### src/rtl/wfp_map.svh
// Purpose: constants for the word format and page addressing block
// Assumes: 16-bit words, 15-bit logical addresses
// Notes: definitions only
`ifndef WFP_MAP_SVH
`define WFP_MAP_SVH
`define WFP_WORD_W 16
`define WFP_SIGN_BIT 15
`define WFP_ADDR_W 15
`define WFP_OFFS_W 10
`define WFP_PAGE_LO 10
`define WFP_PAGE_HI 14
`define WFP_ZC_BIT 10
`define WFP_IND_BIT 15
`define WFP_EXP_SIGN_BIT 0
`define WFP_EXP_LO 1
`define WFP_EXP_HI 7
`define WFP_PAGE_ZERO_LAST 15'h03ff
`define WFP_PAGES 32
`endif

### src/rtl/wfp_pkg.sv
// Purpose: types for the word format and page addressing block
// Assumes: nothing beyond the map header
// Notes: types only
package wfp_pkg;
  typedef enum logic [1:0] {WFP_IDLE, WFP_HI, WFP_LO} wfp_io_st_t;
  typedef logic [15:0] wfp_word_t;
endpackage : wfp_pkg

### src/rtl/wfp_core.sv
// Purpose: data word field decode, byte ordering and page address forming
// Assumes: all inputs come from logic on clk; rst_n synchronous, active low
// Notes: every output is registered; the i/o bytes come two and three cycles after io_start, the rest one cycle after their inputs
`timescale 1ns/1ps
`include "wfp_map.svh"

// How it works
// - a word is 16 bits, bit 15 is the sign, 1 means negative.
// - a word sent as bytes goes out upper byte first, then lower byte.
// - a double integer takes its sign from bit 15 of the upper word.
// - float mantissa sign is msw bit 15, exponent sign is lsw bit 0.
// - exponent magnitude is lsw bits 1..7, the rest form the mantissa.
// - single float is two words, 23-bit mantissa and 7-bit exponent.
// - double float has a 55-bit mantissa and the same exponent layout.
// - negative mantissa or exponent parts are two's complement values.
// - first accumulator holds the msw, second accumulator the lsw.
// - in-page offset is instruction bits 0..9, 1024 words per page.
// - instruction bit 10 picks page zero (0) or the current page (1).
// - page zero spans 0..1777 octal and is reachable from any page.
// - 32 pages of 2000 octal words each make the 32k logical space.
// - protect active shows as the protect map register sign bit.
// - current page takes address bits 10..14 from the address reg.
// - bit 15 of the instruction word marks indirect; mar has no bit 15.
module wfp_core
  import wfp_pkg::*;
(
  input wire logic clk,
  input wire logic rst_n,
  input wire logic [15:0] word_in,
  input wire logic [15:0] msw_in,
  input wire logic [15:0] lsw_in,
  input wire logic [15:0] xw2_in,
  input wire logic [15:0] xw3_in,
  input wire logic dbl_prec,
  input wire logic fp_load,
  input wire logic [15:0] instr,
  input wire logic [14:0] mar,
  input wire logic addr_valid,
  input wire logic [15:0] io_word,
  input wire logic io_start,
  input wire logic map_wr,
  input wire logic [15:0] map_wdata,
  output logic word_neg,
  output logic dint_neg,
  output logic [30:0] dint_mag,
  output logic mant_neg,
  output logic exp_neg,
  output logic [6:0] exp_mag,
  output logic [7:0] exp_val,
  output logic [54:0] mant_bits,
  output logic [15:0] acc_a,
  output logic [15:0] acc_b,
  output logic [14:0] eff_addr,
  output logic [9:0] page_offs,
  output logic [4:0] page_num,
  output logic on_page_zero,
  output logic indirect,
  output logic eff_valid,
  output logic [7:0] io_byte,
  output logic io_byte_vld,
  output logic io_busy,
  output logic protect_on,
  output logic [15:0] protect_map_register
);

  // ****************************************************************
  // helper functions
  // ****************************************************************

  // page forming is shared by the address path and the page reporting
  function automatic logic [14:0] form_addr(input logic [15:0] ins,
                                            input logic [14:0] m);
    logic [4:0] pg;
    pg = ins[`WFP_ZC_BIT] ? m[`WFP_PAGE_HI:`WFP_PAGE_LO] : 5'h00;
    form_addr = {pg, ins[`WFP_OFFS_W-1:0]};
  endfunction : form_addr

  // ****************************************************************
  // word format decode
  // ****************************************************************
  logic word_neg_nxt, dint_neg_nxt, mant_neg_nxt, exp_neg_nxt;
  logic [30:0] dint_mag_nxt;
  logic [6:0] exp_mag_nxt;
  logic [7:0] exp_val_nxt;
  logic [54:0] mant_bits_nxt;
  logic [15:0] acc_a_nxt, acc_b_nxt;

  // fields are raw bit groups; signed parts stay two's complement
  always_comb begin
    word_neg_nxt = word_in[`WFP_SIGN_BIT];
    dint_neg_nxt = msw_in[`WFP_SIGN_BIT];
    dint_mag_nxt = {msw_in[14:0], lsw_in};
    mant_neg_nxt = msw_in[`WFP_SIGN_BIT];
    exp_neg_nxt = dbl_prec ? xw3_in[`WFP_EXP_SIGN_BIT]
                           : lsw_in[`WFP_EXP_SIGN_BIT];
    exp_mag_nxt = dbl_prec ? xw3_in[`WFP_EXP_HI:`WFP_EXP_LO]
                           : lsw_in[`WFP_EXP_HI:`WFP_EXP_LO];
    // sign bit placed above the 7-bit field keeps the two's complement value
    exp_val_nxt = {exp_neg_nxt, exp_mag_nxt};
    if (dbl_prec) begin
      mant_bits_nxt = {msw_in[14:0], lsw_in, xw2_in, xw3_in[15:8]};
    end else begin
      mant_bits_nxt = {32'h00000000, msw_in[14:0], lsw_in[15:8]};
    end
    acc_a_nxt = acc_a;
    acc_b_nxt = acc_b;
    if (fp_load) begin
      acc_a_nxt = msw_in;
      acc_b_nxt = lsw_in;
    end
  end

  // registers only; every field is one cycle behind its input words
  always_ff @(posedge clk) begin
    if (!rst_n) begin
      word_neg <= 1'b0;
      dint_neg <= 1'b0;
      dint_mag <= 31'h0;
      mant_neg <= 1'b0;
      exp_neg <= 1'b0;
      exp_mag <= 7'h00;
      exp_val <= 8'h00;
      mant_bits <= 55'h0;
      acc_a <= 16'h0000;
      acc_b <= 16'h0000;
    end else begin
      word_neg <= word_neg_nxt;
      dint_neg <= dint_neg_nxt;
      dint_mag <= dint_mag_nxt;
      mant_neg <= mant_neg_nxt;
      exp_neg <= exp_neg_nxt;
      exp_mag <= exp_mag_nxt;
      exp_val <= exp_val_nxt;
      mant_bits <= mant_bits_nxt;
      acc_a <= acc_a_nxt;
      acc_b <= acc_b_nxt;
    end
  end

  // ****************************************************************
  // page addressing
  // ****************************************************************
  logic [14:0] eff_addr_nxt;
  logic indirect_nxt, on_pz_nxt, eff_valid_nxt;

  // page zero is reachable from any page, the current page directly too; other pages need indirection
  always_comb begin
    eff_addr_nxt = form_addr(instr, mar);
    on_pz_nxt = (eff_addr_nxt <= `WFP_PAGE_ZERO_LAST);
    indirect_nxt = instr[`WFP_IND_BIT];
    eff_valid_nxt = addr_valid;
  end

  // after reset the address path points at word zero of page zero
  always_ff @(posedge clk) begin
    if (!rst_n) begin
      eff_addr <= 15'h0000;
      page_offs <= 10'h000;
      page_num <= 5'h00;
      on_page_zero <= 1'b1;
      indirect <= 1'b0;
      eff_valid <= 1'b0;
    end else begin
      eff_addr <= eff_addr_nxt;
      page_offs <= eff_addr_nxt[9:0];
      page_num <= eff_addr_nxt[14:10];
      on_page_zero <= on_pz_nxt;
      indirect <= indirect_nxt;
      eff_valid <= eff_valid_nxt;
    end
  end

  // ****************************************************************
  // byte serialiser for i/o
  // ****************************************************************
  wfp_io_st_t io_st_r, io_st_nxt;
  logic [15:0] io_hold_r, io_hold_nxt;
  logic [7:0] io_byte_nxt;
  logic io_vld_nxt, io_busy_nxt;

  // a start while busy is ignored so a word is never split
  always_comb begin
    io_st_nxt = io_st_r;
    io_hold_nxt = io_hold_r;
    io_byte_nxt = io_byte;
    io_vld_nxt = 1'b0;
    case (io_st_r)
      WFP_IDLE: begin
        if (io_start) begin
          io_hold_nxt = io_word;
          io_st_nxt = WFP_HI;
        end
      end
      WFP_HI: begin
        io_byte_nxt = io_hold_r[15:8];
        io_vld_nxt = 1'b1;
        io_st_nxt = WFP_LO;
      end
      WFP_LO: begin
        io_byte_nxt = io_hold_r[7:0];
        io_vld_nxt = 1'b1;
        io_st_nxt = WFP_IDLE;
      end
      default: io_st_nxt = WFP_IDLE;
    endcase
    io_busy_nxt = (io_st_nxt != WFP_IDLE);
  end

  // a reset mid-word drops the pending low byte
  always_ff @(posedge clk) begin
    if (!rst_n) begin
      io_st_r <= WFP_IDLE;
      io_hold_r <= 16'h0000;
      io_byte <= 8'h00;
      io_byte_vld <= 1'b0;
      io_busy <= 1'b0;
    end else begin
      io_st_r <= io_st_nxt;
      io_hold_r <= io_hold_nxt;
      io_byte <= io_byte_nxt;
      io_byte_vld <= io_vld_nxt;
      io_busy <= io_busy_nxt;
    end
  end

  // ****************************************************************
  // protect map register
  // ****************************************************************
  logic [15:0] pmr_nxt;

  // software may rewrite the whole word, sign bit included
  always_comb begin
    pmr_nxt = map_wr ? map_wdata : protect_map_register;
  end

  // flag follows the written sign bit in the same cycle as the word
  always_ff @(posedge clk) begin
    if (!rst_n) begin
      protect_map_register <= 16'h0000;
      protect_on <= 1'b0;
    end else begin
      protect_map_register <= pmr_nxt;
      protect_on <= pmr_nxt[`WFP_SIGN_BIT];
    end
  end
endmodule : wfp_core

### config.mk
export PLATFORM = sky130hd
export DESIGN_NAME = wfp_core
export DESIGN_NICKNAME = d
export VERILOG_FILES = /design/src/rtl/wfp_pkg.sv /design/src/rtl/wfp_core.sv
export VERILOG_INCLUDE_DIRS = /design/src /design/src/rtl
export SDC_FILE = /design/constraint.sdc
export NUM_CORES = 1
export LEC_CHECK = 0
export BUFFER_PORTS_ARGS = -buffer_cell sky130_fd_sc_hd__buf_4
export CAP_MARGIN = 20
export CORE_AREA = 10 10 109 208
export CTS_CLUSTER_SIZE = 8
export DETAILED_ROUTE_END_ITERATION = 8
export DIE_AREA = 0 0 119 218
export PLACE_DENSITY_LB_ADDON = 0.15
export SLEW_MARGIN = 40
export SYNTH_ARGS = -nofsm -noshare
export SYNTH_HDL_FRONTEND = slang
export SYNTH_SLANG_ARGS = --single-unit
### constraint.sdc
create_clock -name clk -period 1.7 [get_ports clk]
set_input_delay 0.425 -clock clk [delete_from_list [all_inputs] [get_ports clk]]
set_output_delay 0.425 -clock clk [all_outputs]
set_load 0.01 [all_outputs]
==> flow_summary.json <==
{
  "slew_headroom": 0.663,
  "multiInputGateArea_um2": 2390,
  "clockRootBuffer": "clkbuf_16",
  "grtUsageMet2": 0.283,
  "p_per_area_nw_per_um2": 1060,
  "tightest_slew_ns": 0.506,
  "setup_viol_count_final": 0,
  "dpl.cell_count": 1098,
  "numClockSinks": 190,
  "routedWlPerCell_um": 18.2,
  "fillers": 1836,
  "synth-simple-area-share": 0.172,
  "ios": 347,
  "drtIter0Drc": 142,
  "cts_resized": 0,
  "synth_xor_area_frac": 0,
  "post-place-ws_ns": 0.238,
  "synth_ff_type": "dfxtp_1",
  "startpoint_type": "flip-flop",
  "grt_overflow": 0,
  "dieArea_um2": 25900,
  "fin_util": 0.499,
  "ctsHoldBuffers": 0,
  "finalNonFillerCells": 1130,
  "portBuffers": 317,
  "synth-edff-count": 0,
  "synthTopCellsByCount": "dfxtp_1 (190), mux2i_1 (87), nor2b_1 (79)",
  "grt_usage": 0.152,
  "crit_fanout": 17,
  "ys_types": 20,
  "core_um2": 19300,
  "final_area_um2": 9620,
  "synthTopCellsByArea": "dfxtp_1 (57%), mux2i_1 (13%), nor2b_1 (7.5%), and3_1 (4.9%), and2_1 (4.4%)",
  "die_w_um": 119,
  "seq_area_um2": 3800,
  "drv_slew": 0,
  "hold_violations": 0,
  "clkTransAtPathRegs_ns": 0.07,
  "async_flop_share": 0,
  "required_ns": 2.05,
  "cts_max_level": 4,
  "vias_per_cell": 4.41,
  "first_pass_iters": 4,
  "peakVddDrop_v": 0.000600,
  "syn_nets": 733,
  "fin_crit_ns": 1.47,
  "netSwitchingFraction": 0.238,
  "cp_top_family": "adder cells",
  "hp-class": "in -> reg",
  "ys_seq_elements": 190,
  "path_class": "reg -> reg",
  "intPower_mw": 7.78,
  "synth-seq-area-share": 0.574,
  "final.setup_skew_ns": 0.00769,
  "post_cts_buffers": 0,
  "crit_buf_inv": 1,
  "placed_cell_area_um2": 9030,
  "place.gp.congestion": 0.751,
  "grt.busiest_layer": "met2",
  "grtUsageMet1": 0.142,
  "grt_pass1_vias": 5320,
  "dp_hpwl_mm": 16.0,
  "synthToLayoutAreaGrowth_pct": 45.3,
  "synth_compound_area_frac": 0.0518,
  "status": "complete, no violations",
  "netlist_instances": 580,
  "via_count": 4979,
  "ant_nets": 0,
  "synth_top_family_by_area": "simple AND/OR/NAND/NOR gates",
  "cts_tree": "done",
  "p_leak_nw": 4.70,
  "holdWs_ns": 0.201,
  "synth.most_common_cell": "dfxtp_1",
  "max_freq_ghz": 0.680,
  "gr-usage-met3": 0.0586,
  "crit_path_end_kind": "flip-flop",
  "clockPowerShare": 0.387,
  "cp_slowest_stage_delay_ns": 0.61,
  "cp_slowest_cell": "ha_1",
  "num_rows": 72,
  "synthAdderAreaFrac": 0.00567,
  "combPwrFrac": 0.139,
  "timing.final.ws_setup_ns": 0.230,
  "finalPower_mw": 10.2,
  "final_net_count": 1011,
  "syn_area_um2": 6620,
  "muxShareOfSynthArea": 0.131,
  "grt_max_degree": 65,
  "finalSetupTns_ns": 0,
  "p_seq_frac": 0.474,
  "maxCapViolCount": 0,
  "start_util": 0.344,
  "timing.final.crit_share": 0.864,
  "grt_pass1_wl_mm": 30.9,
  "yosysTopAreaCell": "dfxtp_1",
  "path_cells": "inv_1 > ha_1 > o21ai_0 > a21oi_1",
  "cts_buffers": 17,
  "rsz0062_at_grt": "no",
  "clock_path_buffers": 2,
  "yosysTopAreaCellShare": 0.574,
  "drc": 0,
  "grt_antenna_before_repair": 1,
  "drive_above_1_share": 0.413,
  "synth_area_per_cell_um2": 11.4,
  "yosysWarnings": 0,
  "worstPathArrival_ns": 1.82,
  "p_switching_mw": 2.42,
  "wl_mm": 20.6,
  "die_y_um": 218,
  "clk_latency_ns": 0.42
}
-- flip-flops by register name (all words and copies together) (netlist names) --
| signal | count |
|---|---|
| eff_addr | 15 |
| io_byte_vld | 1 |
| word_neg | 1 |
| io_busy | 1 |
| io_hold_r | 16 |
| exp_neg | 1 |
| mant_bits | 55 |
| exp_val | 1 |
| io_st_r | 2 |
| on_page_zero | 1 |
| dint_mag | 31 |
| protect_on | 1 |
| eff_valid | 1 |
| indirect | 1 |
| exp_mag | 6 |
| io_byte | 8 |
| mant_neg | 1 |
| acc_b | 16 |
| acc_a | 16 |
| protect_map_register | 15 |
-- worst paths after layout --
path	start	to	slack, ns	cells after the start
max	io_st_r[0]	io_byte[3]	0.23	4
min	instr[8]	eff_addr[8]	0.20	2
max reg2reg	io_st_r[0]	io_byte[3]	0.23	4
min reg2reg	acc_b[15]	acc_b[15]	0.52	2
-- cell type report --
type	instances	share of cell area
Tap cell	259	0.0337
Timing Repair Buffer	326	0.261
Sequential cell	190	0.395
Antenna cell	1	0.000260
Clock buffer	22	0.0493
Inverter	2	0.000780
Multi-Input combinational cell	321	0.248
Clock inverter	9	0.0114
-- metal layers --
layer | up-vias | part of all wire
met3 | 26 | 0.071
met1 | 2324 | 0.35
met5 | - | 0
met2 | 177 | 0.56
met4 | 0 | 0.026
li1 | 2452 | -
-- cell families (layout without fill, tap and decap cells) --
| family | after synthesis | after routing |
|---|---|---|
| flip-flops | 190 | 190 |
| AND/OR/NAND/NOR | 181 | 181 |
| multiplexers | 87 | 87 |
| buffers and inverters | 69 | 359 |
| AO/OA/AOI/OAI | 50 | 50 |
| adder cells (fa/ha/maj) | 3 | 3 |
| other | 0 | 1 |
-- layout by cell type (no fill, tap or decap), drive strengths merged, types with 8 or more instances in the layout --
master,count
buf,326
clkbuf,22
nor2b,79
a21oi,8
dfxtp,190
mux2i,87
and3,53
o21ai,8
and2,47
a21boi,16
o21a,16
-- power by group through the flow --
| stage | logic, mW | registers [mW] | clock network (mW) |
|---|---|---|---|
| floorplan | 0.549 | 5.04 | 0 |
| global placement | 1.42 | 4.93 | 0 |
| detailed placement | 1.45 | 4.94 | 0 |
| CTS | 1.46 | 4.84 | 4.09 |
| global route | 1.55 | 4.86 | 4.28 |
| finish | 1.42 | 4.84 | 3.94 |
Power figures use the tool's default switching activity.
